`src/rtl/msc_pkg.sv`:
```
// Package: constants, register map and carrier types of the MAC statistics counter bank
// Functional notes
// runt counter counts activity longer than short limit but shorter than 64 bytes; the code also counts activity of exactly the short limit
// short-event counter counts receive activity shorter than the short-event limit
// alignment counter counts frames having both framing error and CRC error
// 16-bit counters are read-only and stop at FFFF
// host reads high byte before low byte in byte mode
// high-byte read freezes the counter until the low byte is read
// low-byte read clears the counter when no event arrived while frozen
// event during freeze makes the low-byte read load one instead of zero
// word read freezes counter during access, then clears or presets to one
// receive collisions exclude transmit collisions and signal-quality-test collisions
// jabber counter counts transmissions outlasting the jabber lockup window
// 8-bit counters stop at FF
// 8-bit counter frozen while read; event during read loads one afterwards
// 8-bit counter cleared after a read with no event during it
// word read of a pair reads and clears both 8-bit counters
// single byte lane reads and clears only that counter of the pair
// oversize counter counts received frames longer than 1518 bytes
// excess-defer counter counts defers longer than 3036 byte times
// late-collision counter counts collisions over 512 bit times after transmit start
// symbol-error counter counts receive symbol errors at 100 Mbit/s only
// transmit-collision counter counts collisions during own transmission
package msc_pkg;
   localparam int unsigned CLK_MHZ          = 40;
   localparam int unsigned N16              = 5;
   localparam int unsigned N8               = 5;
   localparam int unsigned NPAIR            = 3;
   // register map, byte addresses
   localparam logic [7:0]  ADDR_CTRL        = 8'h00;
   localparam logic [7:0]  ADDR_STATUS      = 8'h04;
   localparam logic [7:0]  ADDR_WORD16      = 8'h10;
   localparam logic [7:0]  ADDR_BYTE16_HI   = 8'h40;
   localparam logic [7:0]  ADDR_BYTE16_LO   = 8'h44;
   localparam logic [7:0]  ADDR_PAIR        = 8'h80;
   localparam int unsigned WORD_STRIDE      = 4;
   localparam int unsigned BYTE_STRIDE      = 8;
   localparam int unsigned CTRL_BYTE_MODE   = 0;
   localparam int unsigned CTRL_LANE_LSB    = 1;
   localparam logic [2:0]  CTRL_RESET       = 3'h0;
   localparam logic [15:0] MAX16            = 16'hFFFF;
   localparam logic [7:0]  MAX8             = 8'hFF;
   localparam logic [15:0] PRESET16         = 16'h0001;
   localparam logic [7:0]  PRESET8          = 8'h01;
   // counter indices
   localparam int unsigned IDX_RUNT         = 0;
   localparam int unsigned IDX_SHORT        = 1;
   localparam int unsigned IDX_ALIGN        = 2;
   localparam int unsigned IDX_TXCOL        = 3;
   localparam int unsigned IDX_RXCOL        = 4;
   localparam int unsigned IDX_JAB          = 0;
   localparam int unsigned IDX_OVERSIZE     = 1;
   localparam int unsigned IDX_DEFER        = 2;
   localparam int unsigned IDX_LATE         = 3;
   localparam int unsigned IDX_SYMERR       = 4;
   // media timing, converted to nibble ticks; the frame length limit stays in bytes
   localparam int unsigned SHORT_EVENT_BITS = 76;
   localparam int unsigned MIN_FRAME_BYTES  = 64;
   localparam int unsigned MAX_FRAME_BYTES  = 1518;
   localparam int unsigned LATE_COL_BITS    = 512;
   localparam int unsigned MAX_DEFER_BYTES  = 3036;
   localparam int unsigned BITS_PER_NIB     = 4;
   localparam logic [7:0]  SHORT_NIB        = 8'(SHORT_EVENT_BITS / BITS_PER_NIB);
   localparam logic [7:0]  MIN_FRAME_NIB    = 8'(MIN_FRAME_BYTES * 8 / BITS_PER_NIB);
   localparam logic [7:0]  LATE_NIB         = 8'(LATE_COL_BITS / BITS_PER_NIB);
   localparam logic [11:0] MAX_FRAME_LEN    = 12'(MAX_FRAME_BYTES);
   localparam logic [12:0] DEFER_NIB        = 13'(MAX_DEFER_BYTES * 8 / BITS_PER_NIB);
   // jabber window, microseconds
   localparam int unsigned JAB_10M_US       = 5000;
   localparam int unsigned JAB_100M_US      = 500;
   localparam int unsigned JAB_W            = 18;

   typedef struct packed {
      logic        frame_done;
      logic        framing_error;
      logic        crc_error;
      logic [11:0] byte_count;
   } msc_rx_status_t;

   typedef struct packed {
      logic [N16-1:0][15:0] c16;
      logic [N8-1:0][7:0]   c8;
      logic [N16-1:0]       hold16;
      logic [N16-1:0]       pend16;
      logic [N8-1:0]        pend8;
      logic [7:0]           nib;
      logic [7:0]           tx_nib;
      logic [JAB_W-1:0]     jab_cnt;
      logic                 jab_done;
      logic [12:0]          defer_cnt;
      logic                 defer_done;
      logic                 act_d;
      logic                 col_d;
      logic                 receive_symbol_error_d;
      logic [2:0]           ctrl;
      logic [31:0]          prdata;
      logic                 pready;
      logic                 pslverr;
   } msc_state_t;
endpackage : msc_pkg

```
`src/rtl/msc_counters.sv`:
```
// MAC statistics counter bank with APB register access
//
// Local design decisions: the APB slave port and the address map.
`timescale 1ns/1ps
module msc_counters
   import msc_pkg::*;
#(
   parameter logic [JAB_W-1:0] JAB_CYCLES_10M  = JAB_W'(JAB_10M_US * CLK_MHZ),
   parameter logic [JAB_W-1:0] JAB_CYCLES_100M = JAB_W'(JAB_100M_US * CLK_MHZ)
) (
   input  wire logic           pclk,
   input  wire logic           presetn,
   input  wire logic           psel,
   input  wire logic           penable,
   input  wire logic           pwrite,
   input  wire logic [7:0]     paddr,
   input  wire logic [31:0]    pwdata,
   output logic [31:0]         prdata,
   output logic                pready,
   output logic                pslverr,
   input  wire logic           carrier_sense_in,
   input  wire logic           rx_data_valid,
   input  wire logic           rx_nibble_tick,
   input  wire msc_rx_status_t rx_status,
   input  wire logic           collision_in,
   input  wire logic           transmit_enable_out,
   input  wire logic           tx_nibble_tick,
   input  wire logic           defer_active,
   input  wire logic           signal_quality_test,
   input  wire logic           receive_symbol_error,
   input  wire logic           speed_100
);

   msc_state_t       st_r;
   msc_state_t       st_nxt;
   logic [N16-1:0]   word_hit;
   logic [N16-1:0]   hi_hit;
   logic [N16-1:0]   lo_hit;
   logic [N16-1:0]   frz16;
   logic [N16-1:0]   clr16;
   logic [N16-1:0]   hold_set;
   logic [N16-1:0]   ev16;
   logic [N8-1:0]    frz8;
   logic [N8-1:0]    clr8;
   logic [N8-1:0]    ev8;
   logic [NPAIR-1:0] pair_hit;
   logic             ctrl_hit;
   logic             status_hit;
   logic             bad_access;
   logic             rd_req;
   logic             rd_done;
   logic             byte_mode;
   logic [1:0]       lanes_eff;
   logic             act;
   logic             act_fall;
   logic             col_rise;
   logic [JAB_W-1:0] jab_limit;
   logic [31:0]      rdata;

   function automatic logic addr_is(input logic [7:0] a, input logic [7:0] base,
                                    input int unsigned idx, input int unsigned stride);
      return a == 8'(base + 8'(idx * stride));
   endfunction : addr_is

   assign byte_mode  = st_r.ctrl[CTRL_BYTE_MODE];
   // no lane selected means a full-word access
   assign lanes_eff  = (st_r.ctrl[CTRL_LANE_LSB +: 2] == 2'h0) ? 2'h3
                                                               : st_r.ctrl[CTRL_LANE_LSB +: 2];
   assign rd_req     = psel & ~pwrite;
   assign rd_done    = psel & penable & st_r.pready & ~pwrite;
   assign ctrl_hit   = paddr == ADDR_CTRL;
   assign status_hit = paddr == ADDR_STATUS;
   assign bad_access = ~(ctrl_hit | status_hit | (|word_hit) | (|hi_hit) | (|lo_hit)
                         | (|pair_hit)) | (pwrite & ~ctrl_hit);

   for (genvar g = 0; g < N16; g++) begin : g_dec16
      assign word_hit[g] = addr_is(paddr, ADDR_WORD16, g, WORD_STRIDE);
      assign hi_hit[g]   = addr_is(paddr, ADDR_BYTE16_HI, g, BYTE_STRIDE);
      assign lo_hit[g]   = addr_is(paddr, ADDR_BYTE16_LO, g, BYTE_STRIDE);
      // freeze covers the high-byte access itself so its carry cannot slip in
      assign frz16[g]    = st_r.hold16[g]
                           | (rd_req & ~byte_mode & word_hit[g])
                           | (rd_req & byte_mode & hi_hit[g]);
      assign clr16[g]    = rd_done & (byte_mode ? lo_hit[g] : word_hit[g]);
      assign hold_set[g] = rd_done & byte_mode & hi_hit[g];
   end

   for (genvar p = 0; p < NPAIR; p++) begin : g_pair
      assign pair_hit[p] = addr_is(paddr, ADDR_PAIR, p, WORD_STRIDE);
   end

   for (genvar g = 0; g < N8; g++) begin : g_dec8
      assign frz8[g] = rd_req & pair_hit[g / 2] & lanes_eff[g % 2];
      assign clr8[g] = rd_done & pair_hit[g / 2] & lanes_eff[g % 2];
   end

   // media event detection
   assign act       = carrier_sense_in | rx_data_valid;
   assign act_fall  = st_r.act_d & ~act;
   assign col_rise  = collision_in & ~st_r.col_d;
   assign jab_limit = speed_100 ? JAB_CYCLES_100M : JAB_CYCLES_10M;

   assign ev16[IDX_RUNT]  = act_fall & (st_r.nib >= SHORT_NIB)
                            & (st_r.nib < MIN_FRAME_NIB);
   assign ev16[IDX_SHORT] = act_fall & (st_r.nib < SHORT_NIB);
   assign ev16[IDX_ALIGN] = rx_status.frame_done & rx_status.framing_error
                            & rx_status.crc_error;
   assign ev16[IDX_TXCOL] = col_rise & transmit_enable_out;
   assign ev16[IDX_RXCOL] = col_rise & ~transmit_enable_out & ~signal_quality_test;
   assign ev8[IDX_JAB]      = transmit_enable_out & ~st_r.jab_done
                              & (st_r.jab_cnt >= jab_limit);
   assign ev8[IDX_OVERSIZE] = rx_status.frame_done
                              & (rx_status.byte_count > MAX_FRAME_LEN);
   assign ev8[IDX_DEFER]    = defer_active & ~st_r.defer_done
                              & (st_r.defer_cnt > DEFER_NIB);
   assign ev8[IDX_LATE]     = col_rise & transmit_enable_out
                              & (st_r.tx_nib > LATE_NIB);
   assign ev8[IDX_SYMERR]   = receive_symbol_error & ~st_r.receive_symbol_error_d & speed_100;

   always_comb begin
      rdata = 32'h0000_0000;
      if (ctrl_hit) begin
         rdata[2:0] = st_r.ctrl;
      end
      if (status_hit) begin
         rdata = {19'h0_0000, st_r.pend16, 3'h0, st_r.hold16};
      end
      for (int i = 0; i < N16; i++) begin
         if (word_hit[i]) begin
            rdata = {16'h0000, st_r.c16[i]};
         end
         if (hi_hit[i]) begin
            rdata = {24'h00_0000, st_r.c16[i][15:8]};
         end
         if (lo_hit[i]) begin
            rdata = {24'h00_0000, st_r.c16[i][7:0]};
         end
      end
      // third pair's upper lane has no counter in this bank and reads as zero
      for (int i = 0; i < N8; i++) begin
         if (pair_hit[i / 2] && lanes_eff[i % 2]) begin
            rdata[8 * (i % 2) +: 8] = st_r.c8[i];
         end
      end
   end

   always_comb begin
      st_nxt            = st_r;
      st_nxt.act_d      = act;
      st_nxt.col_d      = collision_in;
      st_nxt.receive_symbol_error_d    = receive_symbol_error;
      // activity length in nibbles, held at the falling edge for classification
      if (!act) begin
         st_nxt.nib = 8'h00;
      end else if (rx_nibble_tick && st_r.nib != MAX8) begin
         st_nxt.nib = st_r.nib + 8'h01;
      end
      if (!transmit_enable_out) begin
         st_nxt.tx_nib   = 8'h00;
         st_nxt.jab_cnt  = '0;
         st_nxt.jab_done = 1'b0;
      end else begin
         if (tx_nibble_tick && st_r.tx_nib != MAX8) begin
            st_nxt.tx_nib = st_r.tx_nib + 8'h01;
         end
         if (ev8[IDX_JAB]) begin
            st_nxt.jab_done = 1'b1;
         end else if (!st_r.jab_done) begin
            st_nxt.jab_cnt = st_r.jab_cnt + 1'b1;
         end
      end
      if (!defer_active) begin
         st_nxt.defer_cnt  = 13'h0000;
         st_nxt.defer_done = 1'b0;
      end else if (ev8[IDX_DEFER]) begin
         st_nxt.defer_done = 1'b1;
      end else if (tx_nibble_tick && !st_r.defer_done) begin
         st_nxt.defer_cnt = st_r.defer_cnt + 13'h0001;
      end
      for (int i = 0; i < N16; i++) begin
         if (clr16[i]) begin
            // an event at the completing edge is also kept
            st_nxt.c16[i]    = (st_r.pend16[i] | ev16[i]) ? PRESET16 : 16'h0000;
            st_nxt.pend16[i] = 1'b0;
            st_nxt.hold16[i] = 1'b0;
         end else begin
            if (hold_set[i]) begin
               st_nxt.hold16[i] = 1'b1;
            end
            if (ev16[i]) begin
               if (frz16[i]) begin
                  st_nxt.pend16[i] = 1'b1;
               end else if (st_r.c16[i] != MAX16) begin
                  st_nxt.c16[i] = st_r.c16[i] + 16'h0001;
               end
            end
         end
      end
      for (int i = 0; i < N8; i++) begin
         if (clr8[i]) begin
            st_nxt.c8[i]    = (st_r.pend8[i] | ev8[i]) ? PRESET8 : 8'h00;
            st_nxt.pend8[i] = 1'b0;
         end else if (ev8[i]) begin
            if (frz8[i]) begin
               st_nxt.pend8[i] = 1'b1;
            end else if (st_r.c8[i] != MAX8) begin
               st_nxt.c8[i] = st_r.c8[i] + 8'h01;
            end
         end
      end
      // one wait state: data registered in the first access cycle, completes in the next
      if (psel && penable && !st_r.pready) begin
         st_nxt.pready  = 1'b1;
         st_nxt.prdata  = rdata;
         st_nxt.pslverr = bad_access;
      end else if (psel && penable) begin
         st_nxt.pready  = 1'b0;
         st_nxt.pslverr = 1'b0;
         if (pwrite && ctrl_hit) begin
            st_nxt.ctrl = pwdata[2:0];
         end
      end
   end

   always_ff @(posedge pclk or negedge presetn) begin
      if (!presetn) begin
         st_r <= '0;
      end else begin
         st_r <= st_nxt;
      end
   end

   assign prdata  = st_r.prdata;
   assign pready  = st_r.pready;
   assign pslverr = st_r.pslverr;
endmodule : msc_counters

```
`config.mk`:
```
export PLATFORM = sky130hd
export DESIGN_NAME = msc_counters
export DESIGN_NICKNAME = d
export VERILOG_FILES = /design/src/rtl/msc_pkg.sv /design/src/rtl/msc_counters.sv
export SDC_FILE = /design/constraint.sdc
export NUM_CORES = 1
export LEC_CHECK = 0
export ABC_AREA = 0
export BUFFER_PORTS_ARGS = -buffer_cell sky130_fd_sc_hd__buf_2
export CAP_MARGIN = 20
export CORE_MARGIN = 3
export CORE_UTILIZATION = 60
export DETAILED_ROUTE_END_ITERATION = 12
export PLACE_DENSITY = 0.85
export SLEW_MARGIN = 20
export SYNTH_ARGS = -nofsm -noshare
export SYNTH_HDL_FRONTEND = slang
export SYNTH_SLANG_ARGS = --single-unit
```
`constraint.sdc`:
```
create_clock -name pclk -period 4.85 [get_ports pclk]
set_input_delay 0.7275 -clock pclk [delete_from_list [all_inputs] [get_ports pclk]]
set_output_delay 0.7275 -clock pclk [all_outputs]
set_load 0.02 [all_outputs]
```
Word-level counts from Yosys, hierarchy flattened
Cells that the tools add are included.
W data, S select, Z words.
{"block": "word_totals", "word_cells": 419, "reg_bits": 224}
{"block": "classes", "bitwise_logic": 101, "reduce_logical": 78, "muxes": 132, "n_addsub": 14, "eq_ne": 49, "order_cmp": 7}
{"operator": "$mux W32", "n": 15}
{"operator": "$mux W16", "n": 20}
{"operator": "$mux W8", "n": 28}
{"operator": "$add A16 B1 Y16 const B", "n": 5}
{"operator": "$eq A8 B7 Y1 const B", "n": 10}
{"operator": "$ne A16 B16 Y1 const B", "n": 5}
{"operator": "$reduce_bool A2 Y1", "n": 36}
{"operator": "$and A1 B1 Y1", "n": 62}
{"operator": "$mux W1", "n": 57}
{"operator": "$add A8 B1 Y8 const B", "n": 7}
{"operator": "$ne A8 B8 Y1 const B", "n": 7}
{"operator": "$mux W18", "n": 3}
{"operator": "$mux W13", "n": 3}
{"operator": "$reduce_and A3 Y1", "n": 11}
{"operator": "$eq A8 B5 Y1 const B", "n": 4}
{"operator": "$ne A2 B1 Y1 const B", "n": 15}
{"operator": "$mux W27", "n": 1}
{"operator": "$or A1 B1 Y1", "n": 27}
{"operator": "$eq A8 B8 Y1 const B", "n": 3}
{"operator": "$reduce_and A2 Y1", "n": 12}
{"operator": "$add A18 B1 Y18 const B", "n": 1}
{"operator": "$ge A18 B18 Y1", "n": 1}
{"operator": "$reduce_or A5 Y1", "n": 3}
{"operator": "$mux W14", "n": 1}
{"operator": "18 further kinds", "n": 44}

Longest topological paths before layout
Gate-level depths: netlist of run 1.
{"block": "depth", "depth_word": 21, "depth_mapped": 10, "ltp_nobuf": 8}

Worst setup path after synthesis of run 1
No wires, ideal clock.
{"block": "synth_timing", "path_type": "input-to-reg", "startpoint": "in speed_100", "endpoint": "reg st_r[60] (netlist bit)", "arrival_time_ps": 2943, "slack_ps": 1829, "path_buffers": 1, "cell_stages": 9, "t_required_ps": 4772, "setup_time_ps": 78, "cell_sequence": "inv_1 -> ha_1 -> a21o_1 -> a211o_1 -> a2111oi_4 -> o21ai_1 -> clkbuf_1 -> or3_1 -> a21oi_1"}
{"block": "synth_via", "elab_chain_len": 5}
{"element": "start: declaration", "line_no": "msc_counters.sv:31", "rtl": "input wire logic speed_100"}
{"element": "$mux W18", "line_no": "msc_counters.sv:101", "rtl": "assign jab_limit = speed_100 ? JAB_CYCLES_100M : JAB_CYCLES_10M;"}
{"element": "$ge A18 B18 Y1", "line_no": "msc_counters.sv:111", "rtl": "& (st_r.jab_cnt >= jab_limit);"}
{"element": "$and A1 B1 Y1", "line_no": "msc_counters.sv:111"}
{"element": "$ne A2 B2 Y1 (no line)"}
{"element": "$reduce_and A2 Y1 (no line)"}
{"element": "end signal: assignment", "line_no": "msc_counters.sv:229", "rtl": "st_r <= st_nxt;"}
{"element": "end: declaration", "line_no": "msc_counters.sv:34", "rtl": "msc_state_t st_r;"}
Every way passes these cells.
A chain may end at the register's enable or synchronous reset.

Worst setup path after layout of run 1
{"block": "layout_timing", "startpoint": "in speed_100", "endpoint": "reg st_r[71] (netlist bit)"}
Same word-level chain as after synthesis.

==> results_dict.tcl, run 1 <==
set metrics [dict create \
    crit_fanout 15 \
    synth_compound_area_frac 0.168 \
    power_leakage_uw 0.00616 \
    drive_gt1_frac 0.103 \
    worst_pin_slew_ns 1.04 \
    wirelength_um 39700 \
    hold_class "primary input to asynchronous set/reset pin" \
    synth_edf_count 0 \
    synthFlopType "dfrtp_1" \
    tns_ns 0 \
    synth_most_common_cell "dfrtp_1" \
    yosys.area_share.adder 0.0218 \
    syn-mean-instance-area_sq_um 8.54 \
    post_cts_resize_count 0 \
    power_density_mw_per_mm2 320 \
    synth_area_leader_cell "dfrtp_1" \
    cts.path.max_buffers 3 \
    period_share 0.667 \
    cts_setup_buffers 0 \
    final_cell_area_sq_mm 0.0148 \
    insertion_delay_ns 0.53 \
    cts.htree.levels 1 \
    yosys.cell_types.count 89 \
    fin_util 0.669 \
    cts_sinks 208 \
    hpwlAfterDp_um 27800 \
    finalHoldViolations 0 \
    start_util 0.621 \
    synth_seq_cells 208 \
    drt_iter0_markers 1579 \
    drc_errors 0 \
    vias 12921 \
    yosysSeqAreaShare 0.378 \
    grt_usage 0.318 \
    muxShareOfSynthArea 0.0381 \
    grt_max_degree 128 \
    status "finished clean" \
    grt_pass1_wl_um 63500 \
    fill_cells 1767 \
    ant_nets 0 \
    rows 54 \
    area_delta_synth_final_pct 7.80 \
    relSlewSlack 0.294 \
    dieHeight_um 157 \
    max_cap_viol_count 0 \
    clock_skew_ns 0.0278 \
    cp.arrival_ns 3.64 \
    final_nets 1698 \
    endpoint_kind "flop" \
    cts_buffers 23 \
    async_reset_ff_frac 1.00 \
    rsz0062_at_grt "no" \
    synth_top_family_by_area "simple AND/OR/NAND/NOR gates" \
    synth_warnings 0 \
    required_ns 5.26 \
    portBuffers 58 \
    coreArea_sq_mm 0.0222 \
    overflow 0 \
    synth_xor_area_frac 0.0681 \
    syn-instance-count 1610 \
    cp-start-kind "primary input" \
    setup_viol 0 \
    place_ws_ns 1.16 \
    slew_violations 0 \
    cts_hold_repair.buffers 0 \
    post-route-min-period_ns 3.24 \
    gp_congestion 0.981 \
    wl_per_cell_um 20.9 \
    die_x_um 157 \
    critical_path_class "primary input to flop" \
    clock-root-buffer "clkbuf_16" \
    dieArea_sq_mm 0.0248 \
    dr.pass1.iters 5 \
    syn_area_sq_mm 0.0138 \
    grt_antenna_before_repair 2 \
    synthTopCellsByArea "dfrtp_1 38%, nor2_1 5.6%, xor2_1 4.3%" \
    max-vdd-ir-drop_uv 269 \
    boundaryPins 104 \
    path_clk_slew_ns 0.06 \
    yosys.area_share.simple 0.270 \
    synth_top_area_share 0.378 \
    setup_ws_ns 1.61 \
    whs_ns 0.238 \
    cts_tree "built" \
    grt_pass1_vias 11943 \
    fmax_mhz 309 \
    yosys-top-cells-count "208 x dfrtp_1, 205 x nor2_1, 134 x nand2_1, 87 x nand3_1, 77 x a21oi_1" \
    place_area_sq_mm 0.0140 \
    viasPerCell 6.79 \
]
critical path, cell delays in order:
cell and delay, ns:
buf_2 0.16, inv_1 0.10, ha_1 0.33, a21o_1 0.19, a211o_1 0.33, a2111oi_4 0.53
o21ai_1 0.47, or4_1 0.62, a21oi_1 0.18
through the flow:
step,cells,power [uW]
floorplan,1625,2690
global placement,1859,2870
detailed placement,1859,2910
CTS,1900,4740
global route,1902,4950
finish,1902,4750
state kept, by name, summed over array words and instances (netlist names):
| name | cells |
|---|---|
| byte_mode | 1 |
| pready | 1 |
| prdata | 16 |
| st_r | 189 |
| pslverr | 1 |
per-layer routing:
metal  GRT usage  up-vias  share of wire
met5           0        -              0
met3      0.0550      137           0.10
met1       0.454     6206           0.41
met4       0.112        0          0.041
li1            -     5862              -
met2       0.490      716           0.45
cell families (layout without fill, tap and decap cells):
group	Yosys count	in the layout
AOI/OAI and AO/OA	342	342
muxes	49	49
and+or+nand+nor	721	721
other	1	18
DFF	208	208
adders and majority gates	24	24
buffers and inverters	158	153
xor gates and xnor gates	107	107
path summary, 6_finish.rpt:
kind,startpoint,slack (ns),cells past startpoint,endpoint
setup / recovery,speed_100,1.61,9,st_r[71]$_DFFE_PN0P_
hold / removal,presetn,0.24,1,st_r[55]$_DFFE_PN0P_
setup reg to reg,st_r[64]$_DFFE_PN0P_,1.69,7,st_r[71]$_DFFE_PN0P_
hold reg to reg,prdata[5]$_DFFE_PN0P_,0.48,2,prdata[5]$_DFFE_PN0P_
max in group asynchronous,presetn,3.50,2,st_r[131]$_DFFE_PN0P_
min in group pclk,collision_in,0.34,1,st_r[38]$_DFF_PN0_
report_power, final:
| part | total (uW) | internal (uW) | switching (uW) |
|---|---|---|---|
| sequential | 2180 | 1910 | 267 |
| clock | 1840 | 1120 | 720 |
| combinational | 725 | 283 | 441 |
cells in the final DEF (no fill, tap or decap), drive strengths merged, types with 40 or more instances in the layout:
cell type and n:
mux2i 40, xor2 67, nand2 134, nor3 42, xnor2 40, nand3 87
dfrtp 208, buf 79, nor2 206, a21oi 77, nand4 60, o21ai 65
area by class of cell:
class	count	area [sq um]	area share
Inverter	32	120	0.00810
Antenna cell	2	5.00	0.000338
Tap cell	280	350	0.0236
Timing Repair Buffer	80	479	0.0323
Clock buffer	33	673	0.0454
Sequential cell	208	5200	0.351
Clock inverter	8	123	0.00827
Multi-Input combinational cell	1259	7870	0.531
Power figures use the tool's default switching activity.
==> run 2, diff against run 1 <==
Settings changed: CORE_UTILIZATION 60 to 56, PLACE_DENSITY 0.85 to 0.83.
Clock period 4.85 ns to 2.7 ns, I/O delays scaled along.
==> results_dict.tcl, run 2 (same netlist as run 1, synthesis figures left out) <==
set metrics [dict create \
    min_delay_path_depth 2 \
    rows 56 \
    cts.path.max_buffers 3 \
    period_share 0.958 \
    r2r_slack_ns 0.11 \
    cts_sinks 208 \
    critPathMaxStageDelay_ns 0.44 \
    start_util 0.577 \
    grt_antenna_before_repair 1 \
    cp_cell_sequence "ha_4, a21o_1, a211o_1, a2111oi_4, buf_4, o211ai_1, buf_4, or3_4, a21oi_2" \
    timing.rr.end "st_r[64]$_DFFE_PN0P_" \
    path_clk_slew_ns 0.07 \
    dr.pass1.iters 6 \
    wirelength_um 43500 \
    final_nets 1800 \
    power_leakage_uw 0.00671 \
    cts_tree "built" \
    drive_gt1_frac 0.161 \
    max-vdd-ir-drop_uv 511 \
    final_cell_area_sq_mm 0.0158 \
    endpoint_kind "flop" \
    cp_slowest_cell "dfrtp_2" \
    coreArea_sq_mm 0.0238 \
    setup_viol 0 \
    ant_nets 0 \
    final_cell_mix "207 x dfrtp_1, 205 x nor2_1, 134 x nand2_1" \
    r2r.worst_path.cells 9 \
    timing.rr.start "st_r[64]$_DFFE_PN0P_" \
    largest_reg_flops 189 \
    tns_ns 0 \
    final_common_cell "dfrtp_1" \
    cp.arrival_ns 3.03 \
    gp_congestion 0.999 \
    required_ns 3.14 \
    insertion_delay_ns 0.54 \
    relSlewSlack 0.300 \
    crit_fanout 7 \
    grt_pass1_vias 12833 \
    cts_buffers 23 \
    wl_per_cell_um 21.3 \
    fmax_mhz 387 \
    clock-root-buffer "clkbuf_16" \
    grt_max_degree 66 \
    slew_violations 0 \
    cp-start-kind "flop" \
    rsz0062_at_grt "no" \
    max_cap_viol_count 0 \
    hold_path_end "st_r[35]$_DFFE_PN0P_" \
    whs_ns 0.0980 \
    portBuffers 58 \
    critical_path_class "flop to flop" \
    die_x_um 163 \
    vias 13327 \
    grt_usage 0.324 \
    overflow 0 \
    hold_class "primary input to flop" \
    boundaryPins 104 \
    n_antenna_cell 0 \
    hpwlAfterDp_um 31600 \
    drc_errors 0 \
    grt_pass1_wl_um 69100 \
    worst_pin_slew_ns 1.04 \
    clock_skew_ns 0.0289 \
    dieHeight_um 163 \
    drt_iter0_markers 1733 \
    place_area_sq_mm 0.0149 \
    finalHoldViolations 0 \
    viasPerCell 6.53 \
    power_density_mw_per_mm2 562 \
    status "finished clean" \
    top_register "st_r" \
    dieArea_sq_mm 0.0265 \
    post-route-min-period_ns 2.59 \
    cts.htree.levels 1 \
    hold_start "pwdata[1]" \
    area_delta_synth_final_pct 15.1 \
    crit_top_cell "buf_4" \
]
-- run 2: cell type report --
type,instances,area (sq um)
timing repair buffer,182,1350
fill,1916,7990
inverter,32,120
tap,319,399
clock buffer,28,614
multi-input combinational,1259,7920
sequential,208,5210
clock inverter,14,226
-- run 2: repair_timing --
action / CTS / global route
setup buffers: 1 / 1
hold buffers: 3 / 0
resized for setup: 1 / 9
hold endpoints to repair: 58 / 0
setup endpoints to repair: 7 / 16
pin swaps: 1 / 3
-- run 2: worst max-delay path: cells and delay by family (launching register included) --
kind	cells	cell delay [ns]
and+or+nand+nor	1	0.33
AOI/OAI and AO/OA	5	1.13
adders and majority gates	1	0.22
DFF	1	0.44
buffers and inverters	2	0.38
-- run 2: worst max path at each step --
stage | end | depth (start not counted) | startpoint
finish | st_r[64]$_DFFE_PN0P_ | 9 | st_r[64]$_DFFE_PN0P_
global route | st_r[64]$_DFFE_PN0P_ | 9 | st_r[64]$_DFFE_PN0P_
CTS | st_r[66]$_DFFE_PN0P_ | 9 | st_r[64]$_DFFE_PN0P_
detailed placement | st_r[60]$_DFFE_PN0P_ | 10 | speed_100
global placement | st_r[60]$_DFFE_PN0P_ | 10 | speed_100
floorplan | st_r[60]$_DFFE_PN0P_ | 9 | speed_100
-- run 2: metal layers --
layer	GRT usage	vias to the layer above	share of wire
li1	-	6057	-
met5	0	-	0.00030
met3	0.0580	136	0.093
met4	0.108	2	0.037
met2	0.514	646	0.46
met1	0.452	6486	0.41
-- run 2: metrics by stage --
step                 util  cells  power, uW  worst slack [ns]
finish              0.665   2042       8890             0.114
CTS                 0.662   2041       8880            0.0341
global route        0.665   2042       9230           0.00462
floorplan               -   1625       4830           0.00121
global placement    0.625   1995       5260            -0.134
detailed placement  0.625   1995       5340            -0.212
-- run 2: where the power goes --
group	switching, uW	internal [uW]
combinational	858	590
clock	1340	2200
sequential	475	3430
